===== config.mk =====
export PLATFORM = sky130hd
export DESIGN_NAME = pfpg_guard
export DESIGN_NICKNAME = d
export VERILOG_FILES = /design/src/verilog/pfpg_pkg.sv /design/src/verilog/pfpg_range_check.sv /design/src/verilog/pfpg_guard.sv
export VERILOG_INCLUDE_DIRS = /design/src /design/src/verilog
export SDC_FILE = /design/constraint.sdc
export NUM_CORES = 1
export LEC_CHECK = 0
export BUFFER_PORTS_ARGS = -buffer_cell sky130_fd_sc_hd__buf_4
export CORE_ASPECT_RATIO = 2
export CORE_MARGIN = 3
export CORE_UTILIZATION = 43
export CTS_CLUSTER_DIAMETER = 150
export DETAILED_ROUTE_END_ITERATION = 6
export PLACE_DENSITY = 0.82
export SLEW_MARGIN = 20
export SYNTH_ARGS = -nofsm -noshare
export SYNTH_HDL_FRONTEND = slang
export SYNTH_SLANG_ARGS = --single-unit

===== constraint.sdc =====
create_clock -name ref_clk -period 2.97 [get_ports ref_clk]
set_input_delay 0.594 -clock ref_clk [delete_from_list [all_inputs] [get_ports ref_clk]]
set_output_delay 0.594 -clock ref_clk [all_outputs]
set_load 0.1 [all_outputs]

===== src/verilog/pfpg_defs.svh =====
`ifndef PFPG_DEFS_SVH
`define PFPG_DEFS_SVH

// register byte offsets
`define PFPG_OFS_SETTING 4'h0
`define PFPG_OFS_STATUS 4'h4
`define PFPG_OFS_IRQ_MASK 4'h8
`define PFPG_OFS_CTRL 4'hC

// setting register fields
`define PFPG_BIT_OPEN 7
`define PFPG_BIT_RNV 6
`define PFPG_BIT_HDIS 5
`define PFPG_HS_MSB 4
`define PFPG_HS_LSB 3
`define PFPG_BIT_LDIS 2
`define PFPG_LS_MSB 1
`define PFPG_LS_LSB 0

// full protection value after a double fault
`define PFPG_FULL_PROT 8'h7F
`define PFPG_SETTING_RST 8'h7F

// status / mask bits
`define PFPG_ST_VIOL 0
`define PFPG_ST_LOADERR 1

// flash map
`define PFPG_CFG_ADDR 23'h7F_FF0C
`define PFPG_HIGH_END 23'h7F_FFFF
`define PFPG_LOW_BASE 23'h7F_8000
`define PFPG_HIGH_2K 23'h00_0800
`define PFPG_LOW_1K 23'h00_0400

`endif


===== src/verilog/pfpg_pkg.sv =====
package pfpg_pkg;
    typedef enum logic [1:0] {
        PFPG_OP_PROGRAM,
        PFPG_OP_SECTOR_ERASE,
        PFPG_OP_BLOCK_ERASE,
        PFPG_OP_OTHER
    } pfpg_op_t;

    typedef struct packed {
        logic valid;
        pfpg_op_t op;
        logic [22:0] addr;
        logic [22:0] block_base;
        logic [22:0] block_last;
    } pfpg_req_t;

    typedef struct packed {
        logic valid;
        logic granted;
        logic violation;
    } pfpg_resp_t;

    typedef struct packed {
        logic read;
        logic write;
        logic [3:0] address;
        logic [31:0] writedata;
        logic [3:0] byteenable;
    } pfpg_avm_req_t;
endpackage


===== src/verilog/pfpg_range_check.sv =====
`timescale 1ns/1ps
`include "pfpg_defs.svh"

module pfpg_range_check
    import pfpg_pkg::*;
(
    input wire logic [7:0] setting,
    input wire logic [22:0] lo_addr,
    input wire logic [22:0] hi_addr,
    output logic hit
);
    logic [22:0] high_start;
    logic [22:0] low_last;
    logic in_high;
    logic in_low;
    logic open_bit;
    logic hdis;
    logic ldis;

    always_comb begin
        open_bit = setting[`PFPG_BIT_OPEN];
        hdis = setting[`PFPG_BIT_HDIS];
        ldis = setting[`PFPG_BIT_LDIS];
        high_start = `PFPG_HIGH_END - ((`PFPG_HIGH_2K << setting[`PFPG_HS_MSB:`PFPG_HS_LSB])
            - 23'h00_0001);
        low_last = `PFPG_LOW_BASE + ((`PFPG_LOW_1K << setting[`PFPG_LS_MSB:`PFPG_LS_LSB])
            - 23'h00_0001);
        // span overlaps range
        in_high = (hi_addr >= high_start) && (lo_addr <= `PFPG_HIGH_END);
        in_low = (hi_addr >= `PFPG_LOW_BASE) && (lo_addr <= low_last);
        if (open_bit) begin
            hit = (!hdis && in_high) || (!ldis && in_low);
        end else begin
            // ranges unprotected; a span crossing out of the high window, or past the end of the low one, counts
            hit = !(((!hdis && in_high && lo_addr >= high_start)
                || (!ldis && in_low && hi_addr <= low_last)));
        end
    end
endmodule // pfpg_range_check


===== src/verilog/pfpg_guard.sv =====
`timescale 1ns/1ps
`include "pfpg_defs.svh"

// Notes on behaviour
// - at reset, load setting from config byte at flash 0x7F_FF0C
// - double fault on that read: open bit cleared, all else set
// - program/erase into protected area refused, violation flag set
// - block erase refused if any sector of that block protected, except with open=0 a block ending in the unprotected low range
// - setting: open 7, rnv 6, hdis 5, hs 4-3, ldis 2, ls 1-0
// - open=1: disable bits choose protected high/low ranges
// - open=0: disable bits choose unprotected ranges, else all protected
// - high size 00..11 means 2,4,8,16 KB ending at top of flash
// - low size 00..11 means 1,2,4,8 KB from lower base
// - high size writable only while high disable currently set
// - low size writable only while low disable currently set
// - disallowed scenario transitions are ignored per fixed table
// - setting reads return the scenario in force
// - violation flag cleared by writing one, zero has no effect

module pfpg_guard
    import pfpg_pkg::*;
(
    input wire logic ref_clk,
    input wire logic rst,
    input wire logic [3:0] avs_address,
    input wire logic avs_read,
    input wire logic avs_write,
    input wire logic [31:0] avs_writedata,
    input wire logic [3:0] avs_byteenable,
    output logic [31:0] avs_readdata,
    output logic avs_waitrequest,
    output logic cfg_rd_req,
    output logic [22:0] cfg_rd_addr,
    input wire logic cfg_rd_valid,
    input wire logic [7:0] cfg_rd_data,
    input wire logic cfg_rd_dbl_fault,
    input wire pfpg_req_t cmd_req,
    output pfpg_resp_t cmd_resp,
    output logic load_done,
    output logic irq
);
    typedef enum logic [1:0] {
        PFPG_LD_REQ,
        PFPG_LD_WAIT,
        PFPG_LD_DONE
    } pfpg_ld_state_t;

    pfpg_ld_state_t ld_state;
    logic [7:0] program_flash_protection_setting;
    logic [1:0] status;
    logic [1:0] irq_mask;
    logic ack;
    logic wr_hit;
    logic rd_hit;
    logic [7:0] wdata;
    logic [7:0] next_setting;
    logic [2:0] cur_scn;
    logic [2:0] new_scn;
    logic scn_ok;
    logic hit_addr;
    logic hit_block;
    logic is_block;
    logic refuse;
    logic viol_set;
    logic loaderr_set;

    // one wait cycle per access keeps the answer registered
    always_ff @(posedge ref_clk) begin
        if (rst) begin
            ack <= 1'b0;
        end else begin
            ack <= (avs_read || avs_write) && !ack;
        end
    end
    assign avs_waitrequest = (avs_read || avs_write) && !ack;
    assign wr_hit = avs_write && ack;
    assign rd_hit = avs_read && !ack;
    assign wdata = avs_writedata[7:0];

    always_ff @(posedge ref_clk) begin
        if (rst) begin
            ld_state <= PFPG_LD_REQ;
        end else begin
            case (ld_state)
                PFPG_LD_REQ: ld_state <= PFPG_LD_WAIT;
                PFPG_LD_WAIT: begin
                    if (cfg_rd_valid) begin
                        ld_state <= PFPG_LD_DONE;
                    end
                end
                PFPG_LD_DONE: ld_state <= PFPG_LD_DONE;
                default: ld_state <= PFPG_LD_REQ;
            endcase
        end
    end
    assign cfg_rd_req = (ld_state == PFPG_LD_REQ);
    assign cfg_rd_addr = `PFPG_CFG_ADDR;
    assign load_done = (ld_state == PFPG_LD_DONE);

    assign cur_scn = {program_flash_protection_setting[`PFPG_BIT_OPEN],
        program_flash_protection_setting[`PFPG_BIT_HDIS],
        program_flash_protection_setting[`PFPG_BIT_LDIS]};
    assign new_scn = {wdata[`PFPG_BIT_OPEN], wdata[`PFPG_BIT_HDIS], wdata[`PFPG_BIT_LDIS]};

    always_comb begin
        case (cur_scn)
            3'd0: scn_ok = (new_scn <= 3'd3);
            3'd1: scn_ok = (new_scn == 3'd1) || (new_scn == 3'd3);
            3'd2: scn_ok = (new_scn == 3'd2) || (new_scn == 3'd3);
            3'd3: scn_ok = (new_scn == 3'd3);
            3'd4: scn_ok = (new_scn == 3'd3) || (new_scn == 3'd4);
            3'd5: scn_ok = (new_scn >= 3'd2) && (new_scn <= 3'd5);
            3'd6: scn_ok = (new_scn == 3'd1) || (new_scn == 3'd3) || (new_scn == 3'd4)
                || (new_scn == 3'd6);
            3'd7: scn_ok = 1'b1;
            default: scn_ok = 1'b0;
        endcase
    end

    always_comb begin
        next_setting = program_flash_protection_setting;
        next_setting[`PFPG_BIT_OPEN] = wdata[`PFPG_BIT_OPEN];
        next_setting[`PFPG_BIT_RNV] = wdata[`PFPG_BIT_RNV];
        next_setting[`PFPG_BIT_HDIS] = wdata[`PFPG_BIT_HDIS];
        next_setting[`PFPG_BIT_LDIS] = wdata[`PFPG_BIT_LDIS];
        if (program_flash_protection_setting[`PFPG_BIT_HDIS]) begin
            next_setting[`PFPG_HS_MSB:`PFPG_HS_LSB] = wdata[`PFPG_HS_MSB:`PFPG_HS_LSB];
        end
        if (program_flash_protection_setting[`PFPG_BIT_LDIS]) begin
            next_setting[`PFPG_LS_MSB:`PFPG_LS_LSB] = wdata[`PFPG_LS_MSB:`PFPG_LS_LSB];
        end
    end

    always_ff @(posedge ref_clk) begin
        if (rst) begin
            program_flash_protection_setting <= `PFPG_SETTING_RST;
        end else if (ld_state == PFPG_LD_WAIT && cfg_rd_valid) begin
            if (cfg_rd_dbl_fault) begin
                program_flash_protection_setting <= `PFPG_FULL_PROT;
            end else begin
                program_flash_protection_setting <= cfg_rd_data;
            end
        end else if (wr_hit && avs_address == `PFPG_OFS_SETTING && avs_byteenable[0]
            && load_done && scn_ok) begin
            program_flash_protection_setting <= next_setting;
        end
    end

    assign is_block = (cmd_req.op == PFPG_OP_BLOCK_ERASE);

    pfpg_range_check u_addr_check (
        .setting(program_flash_protection_setting),
        .lo_addr(cmd_req.addr),
        .hi_addr(cmd_req.addr),
        .hit(hit_addr)
    );

    pfpg_range_check u_block_check (
        .setting(program_flash_protection_setting),
        .lo_addr(cmd_req.block_base),
        .hi_addr(cmd_req.block_last),
        .hit(hit_block)
    );

    assign refuse = cmd_req.valid && (cmd_req.op != PFPG_OP_OTHER)
        && (!load_done || (is_block ? hit_block : hit_addr));
    assign viol_set = refuse;
    assign loaderr_set = (ld_state == PFPG_LD_WAIT) && cfg_rd_valid && cfg_rd_dbl_fault;

    always_ff @(posedge ref_clk) begin
        if (rst) begin
            cmd_resp <= '0;
        end else begin
            cmd_resp.valid <= cmd_req.valid;
            cmd_resp.granted <= cmd_req.valid && !refuse;
            cmd_resp.violation <= refuse;
        end
    end

    // sticky flags, set wins over write-one clear
    always_ff @(posedge ref_clk) begin
        if (rst) begin
            status <= 2'b00;
        end else begin
            if (viol_set) begin
                status[`PFPG_ST_VIOL] <= 1'b1;
            end else if (wr_hit && avs_address == `PFPG_OFS_STATUS && avs_byteenable[0]
                && avs_writedata[`PFPG_ST_VIOL]) begin
                status[`PFPG_ST_VIOL] <= 1'b0;
            end
            if (loaderr_set) begin
                status[`PFPG_ST_LOADERR] <= 1'b1;
            end else if (wr_hit && avs_address == `PFPG_OFS_STATUS && avs_byteenable[0]
                && avs_writedata[`PFPG_ST_LOADERR]) begin
                status[`PFPG_ST_LOADERR] <= 1'b0;
            end
        end
    end

    always_ff @(posedge ref_clk) begin
        if (rst) begin
            irq_mask <= 2'b00;
        end else if (wr_hit && avs_address == `PFPG_OFS_IRQ_MASK && avs_byteenable[0]) begin
            irq_mask <= avs_writedata[1:0];
        end
    end

    assign irq = |(status & irq_mask);

    always_ff @(posedge ref_clk) begin
        if (rst) begin
            avs_readdata <= 32'h0000_0000;
        end else if (rd_hit) begin
            case (avs_address)
                `PFPG_OFS_SETTING: avs_readdata <= {24'h00_0000, program_flash_protection_setting};
                `PFPG_OFS_STATUS: avs_readdata <= {30'h0000_0000, status};
                `PFPG_OFS_IRQ_MASK: avs_readdata <= {30'h0000_0000, irq_mask};
                `PFPG_OFS_CTRL: avs_readdata <= {31'h0000_0000, load_done};
                default: avs_readdata <= 32'h0000_0000;
            endcase
        end
    end
endmodule // pfpg_guard


After elaboration in Yosys (flattened, before gate mapping)
Cells that the tools add are included.
- add/subtract/negate cells: 4
- magnitude comparators: 13
- equality and inequality tests: 20
- shift-type cells: 2
- multiplexer cells: 16
- bitwise operators: 1
- reduce and logical (&&, ||, !) cells: 60
- operators with widths (operator ; number):
    $ge 23x23->1 ; 3
    $le 23x23->1 ; 3
    $ge 23x23->1 const B ; 2
    $le 23x23->1 const B ; 2
    $sub 23x1->23 const B ; 2
    $pmux 8 s4 ; 1
    $logic_and 1x1->1 ; 31
    $mux 8 ; 3
    $add 23x23->23 const A ; 1
    $shl 11x2->23 const A ; 1
    $shl 12x2->23 const A ; 1
    $sub 23x23->23 const A ; 1
    $eq 3x3->1 const B ; 6
    $eq 3x2->1 const B ; 4
    $logic_or 1x1->1 ; 11
    $reduce_bool 2->1 ; 5
    $eq 4x4->1 const B ; 2
    $pmux 1 s8 ; 1
    $logic_not 1->1 ; 7
    $mux 1 ; 7
    $eq 3x1->1 const B ; 2
    $mux 2 ; 3
    $pmux 2 s3 ; 1
    $eq 2x2->1 const B ; 2
    other kinds (12) ; 14
- register bits: 50
- input port bits: 126
- output and inout bits: 62

Logic depth before layout (Yosys ltp)
- depth in word-level cells: 15
- gate-level depth with buffers: 12
- gate-level depth less buffers: 12

By module
Synthesis repeated with hierarchy kept, for this count alone.
- cell total of the unflattened synthesis: 431
- area, all modules: 3409.5 µm²
- by module, submodules not included (module ; times used ; cells an instance ; area an instance (µm²)):
    pfpg_range_check ; 2 ; 116 ; 863.3
    pfpg_guard ; 1 ; 199 ; 1682.9

Least setup slack after synthesis
Ideal clock, no wire load.
- path type: input port to flip-flop
- start: in cmd_req[58] (netlist name)
- end: reg status[0]
- arrival: 2.546 ns
- data required time: 2.840 ns
- setup slack: 0.294 ns
- stages: 8
- cell sequence: ha_1 -> or4b_4 -> nor4_2 -> nand3_1 -> a2111oi_4 -> nor3_2 -> o41ai_1 -> o21ai_1
- word-level cells in the longest chain between the ends: 11
- elaborated cells between the ends (all ways): 19
- classes of those cells: order compare (4); mux (3); reduce/logical (12)
- RTL lines (what ; RTL line ; source):
    from (decl) ; pfpg_guard.sv:37 ; input wire pfpg_req_t cmd_req,
    $ge 23x23->1, or another cell as far along ; pfpg_range_check.sv:29, pfpg_range_check.sv:35 ;
    $logic_and 1x1->1, on equally long branches ; pfpg_range_check.sv:29, pfpg_range_check.sv:30 ;
    $logic_and 1x1->1, on equally long branches ; pfpg_range_check.sv:32, pfpg_range_check.sv:35, pfpg_range_check.sv:36 ;
    $logic_and 1x1->1, on equally long branches ; pfpg_range_check.sv:35, pfpg_range_check.sv:36 ;
    $logic_or 1x1->1 ; pfpg_range_check.sv:36 ; || (!ldis && in_low && hi_addr <= low_last)));
    $logic_not 1->1 ; pfpg_range_check.sv:35 ; hit = !(((!hdis && in_high && lo_addr >= high_start)
    $mux 1 (*) ; pfpg_range_check.sv:31 ; if (open_bit) begin
    $mux 1 (*) ; pfpg_guard.sv:166 ; && (!load_done || (is_block ? hit_block : hit_addr));
    $logic_or 1x1->1 (*) ; pfpg_guard.sv:166 ;
    $logic_and 1x1->1 (*) ; pfpg_guard.sv:166 ;
    $mux 1 / $reduce_bool 2->1 (equally long branches) ; n/a ;
    to (signal assigned) ; pfpg_guard.sv:183 ; status <= 2'b00;
    to (signal, indexed assignment) ; pfpg_guard.sv:186 ; status[`PFPG_ST_VIOL] <= 1'b1;
    to (signal, indexed assignment) ; pfpg_guard.sv:189 ; status[`PFPG_ST_VIOL] <= 1'b0;
    to (decl) ; pfpg_guard.sv:50 ; logic [1:0] status;
Mark *: on every way between the ends. The rest lies on a longest branch, timed or not.
A chain may end at the register's enable or synchronous reset.

Worst setup path after layout
- start: reg program_flash_protection_setting[4]
- end: reg cmd_resp[1] (netlist name)
- word-level cells in the longest chain between the ends: 15
- elaborated cells between the ends (all ways): 25
- classes of those cells: add/sub (2); order compare (3); shift (1); mux (3); reduce/logical (16)
- RTL lines (what ; RTL line ; source):
    from (decl) ; pfpg_guard.sv:49 ; logic [7:0] program_flash_protection_setting;
    from (signal assigned) ; pfpg_guard.sv:136 ; program_flash_protection_setting <= `PFPG_SETTING_RST;
    from (signal assigned) ; pfpg_guard.sv:139 ; program_flash_protection_setting <= `PFPG_FULL_PROT;
    from (signal assigned) ; pfpg_guard.sv:141 ; program_flash_protection_setting <= cfg_rd_data;
    $shl 12x2->23 (no source line) (*) ; n/a ;
    $sub 23x1->23 (*) ; pfpg_range_check.sv:24 ; high_start = `PFPG_HIGH_END - ((`PFPG_HIGH_2K << setting[`PFPG_HS_MSB:`PFPG_HS_LSB])
    $sub 23x23->23 (no source line) (*) ; n/a ;
    $ge 23x23->1, on equally long branches ; pfpg_range_check.sv:29, pfpg_range_check.sv:35 ;
    $logic_and 1x1->1 ; pfpg_range_check.sv:29 ; in_high = (hi_addr >= high_start) && (lo_addr <= `PFPG_HIGH_END);
    $logic_and 1x1->1 ; pfpg_range_check.sv:32, pfpg_range_check.sv:35 ;
    $logic_and 1x1->1 ; pfpg_range_check.sv:35 ;
    $logic_or 1x1->1 ; pfpg_range_check.sv:36 ;
    $logic_not 1->1 ; pfpg_range_check.sv:35 ;
    $mux 1 ; pfpg_range_check.sv:31 ;
    $mux 1 (*) ; pfpg_guard.sv:166 ;
    $logic_or 1x1->1 (*) ; pfpg_guard.sv:166 ;
    $logic_and 1x1->1 (*) ; pfpg_guard.sv:166 ;
    $logic_not 1->1 (*) ; pfpg_guard.sv:175 ; cmd_resp.granted <= cmd_req.valid && !refuse;
    $logic_and 1x1->1 (*) ; pfpg_guard.sv:175 ;
    to (decl) ; pfpg_guard.sv:38 ; output pfpg_resp_t cmd_resp,
Marked as above.

==> run_results.csv <==
group,metric,value,unit
outcome,outcome,"complete, no violations",
clock_tree,ctsLongestPathBuffers,2,
detailed_routing,wl_per_cell,15.5,um
floorplanning,die_area,0.00775,sq mm
sta,hold_viol,0,
layout,fillers,597,
sta,period_needed,2.81,ns
floorplanning,ios,188,
sta,rsz0062_at_grt,"no",
place,place.gp.congestion,0.943,
global_routing,grt_max_degree,25,
worst_setup_path,start_kind,"flop",
layout,antenna_cells_inserted,0,
synth,syn_inst,358,
global_routing,antenna_found_initial,0,
global_routing,grtUsageTotal,21.9,%
clock_tree,htree_levels,1,
run,cap_violations,0,
clock_tree,root_buffer,"clkbuf_16",
place,io_buffers,113,
synth,syn_area_per_cell,8.02,sq um
floorplanning,initial_core_util,44.8,%
detailed_routing,via_count,3052,
detailed_routing,ant_nets,0,
synth,synth.cell_area,0.00287,sq mm
sta,slew_headroom,61.5,%
synth,synth_cell_types,58,
global_routing,gr-total-overflow,0,
synth,synth-seq-area-share,18.1,%
floorplanning,fp.dieW,63.8,um
global_routing,grt_pass1_wl,13600,um
floorplanning,core_region_area,0.00641,sq mm
clock_tree,clock_sinks,26,
worst_setup_path,worst_setup_path_end_kind,"flop",
synth,ys_ff_latch,26,
clock_tree,cts_tree,"yes",
layout,final_nets,646,
worst_setup_path,path_class,"reg -> reg",
place,dpl-instance-area,0.00365,sq mm
synth,synth_most_common_cell,"buf_4",
clock_tree,ctsHoldBuffers,0,
layout,fin_area,0.00376,sq mm
synth,synth_edf_count,0,
clock_tree,cts.clk_slew.worst_paths,0.06,ns
worst_setup_path,cp_cell_sequence,"buf_4 -> ha_1 -> or4b_4 -> nor4_2 -> nand3_1 -> a2111oi_4 -> nor3_2 -> o41a_1 -> a21oi_2",
power_and_ir_drop,power_density,510,mW/mm^2
layout,utilization,58.6,%
sta,setup_viol,0,
synth,synthArstFlopShare,0,%
worst_setup_path,critPathMaxFanout,4,
worst_setup_path,path_buf_inv,1,
power_and_ir_drop,p_leak,1.80,nW
worst_setup_path,crit_path_max_incr_delay,0.46,ns
global_routing,grt_pass1_vias,3102,
floorplanning,rows,41,
floorplanning,fp.dieH,122,um
clock_tree,clock_latency,0.26,ns
detailed_routing,wirelength,8730,um
detailed_routing,via_per_inst,5.43,
layout,drive_gt1_share,28.8,%
synth,synth_top_area_share,18.7,%
synth,synth-main-ff-cell,"dfxtp_1",
worst_setup_path,crit_path_top_delay_cell,"or4b_4",
sta,finalCritPeriodShare,94.7,%
worst_setup_path,worst_ep_required_time,3.16,ns
detailed_routing,drc_errors,0,
place,hpwlAfterDp,7590,um
clock_tree,cts_made_buffers,3,
sta,max_freq,0.356,GHz
sta,holdWs,0.469,ns
worst_setup_path,crit_family,"simple AND/OR/NAND/NOR gates",
synth,synthTopCellsByArea,"ha_1 (19%), dfxtp_1 (18%), buf_4 (12%)",
synth,ys_warn_count,0,
sta,worst_pin_slew,0.576,ns
worst_setup_path,cp.arrival,3.00,ns
synth,synth_commonest_cells,"buf_4 (47), ha_1 (43), nor2_1 (27)",
detailed_routing,drt-pass1-iter-count,4,
power_and_ir_drop,worst_ir_drop_vdd,442,uV
sta,slew_viol_final,0,
detailed_routing,drt_iter0_markers,153,
sta,clock_skew,0.00270,ns
hold_path,hold_class,"reg -> reg",
synth,synth_top_cell_by_area,"ha_1",
layout,syn2layout_area_growth,30.9,%
[placed cells by master, fill, tap and decap left out, drive strengths merged, types with 13 or more instances in the layout]
cell type  instances
nor3              20
nand2             25
inv               13
buf              116
nor2              27
conb              56
nand4             14
ha                43
dfxtp             26
nand3             16
a21oi             20
[final cells by class]
| class | count | area [sq um] | area share, % |
|---|---|---|---|
| Multi-Input combinational cell | 317 | 2120 | 56.4 |
| Tap cell | 86 | 108 | 2.86 |
| Clock buffer | 4 | 88.8 | 2.36 |
| Sequential cell | 26 | 520 | 13.9 |
| Timing Repair Buffer | 116 | 871 | 23.2 |
| Inverter | 13 | 48.8 | 1.30 |
[state kept, by name, indices dropped and copies added (netlist names)]
name	flops
avs_readdata	8
program_flash_protection_setting	8
cmd_resp	3
irq_mask	2
ld_state	2
status	2
ack	1
[tightest hold or removal path: cells and delay by family, from the launching register on]
family / cells / cell delay [ns]
AND/OR/NAND/NOR: 1 / 0.06
AO/OA/AOI/OAI: 1 / 0.05
flip-flops: 1 / 0.32
[path summary, 6_finish.rpt]
path                                               startpoint                           end  depth (start not counted)  slack (ns)
min reg2reg                      avs_readdata[4]$_SDFFE_PP0P_  avs_readdata[4]$_SDFFE_PP0P_                          2        0.47
max          program_flash_protection_setting[4]$_SDFFE_PP1P_        cmd_resp[1]$_SDFF_PP0_                          9        0.16
min                              avs_readdata[4]$_SDFFE_PP0P_  avs_readdata[4]$_SDFFE_PP0P_                          2        0.47
max reg2reg  program_flash_protection_setting[4]$_SDFFE_PP1P_        cmd_resp[1]$_SDFF_PP0_                          9        0.16
[power breakdown]
part | switching, mW | total (mW) | internal [mW]
clock network | 0.117 | 0.323 | 0.206
registers | 0.0416 | 0.429 | 0.387
logic | 0.804 | 1.16 | 0.359
total | 0.963 | 1.92 | 0.953
[per-stage QoR]
step	setup WS [ns]	instances	total power, mW	TNS [ns]
after CTS	0.115	562	1.91	0
final	0.158	562	1.92	0
after detailed placement	-0.0340	558	1.59	-0.0370
after floorplan	0.294	412	1.33	0
after global routing	0.0189	562	2.05	0
after global placement	0.00448	558	1.56	0
[routing by layer]
metal / routed length, um / track usage (%) / share of wire [%]
met1: 2710 / 19.2 / 31
met2: 5040 / 44.2 / 58
met3: 513 / 2.86 / 5.9
met4: 474 / 14.2 / 5.4
met5: 0 / 0 / 0
[repair_timing]
action,in CTS,in global routing
endpoints found under the setup margin,0,3
setup buffers,0,0
resized for setup,0,4
[logic make-up (layout without fill, tap and decap cells)]
family | Yosys count | after routing | share of synthesized area (%)
other | 2 | 56 | 0.262
and+or+nand+nor | 139 | 139 | 26.5
muxes | 10 | 10 | 3.92
DFF | 26 | 26 | 18.1
AOI/OAI and AO/OA | 69 | 69 | 16.9
buffers and inverters | 69 | 133 | 15.6
adders and majority gates | 43 | 43 | 18.7
(Power assumes the default switching activity.)
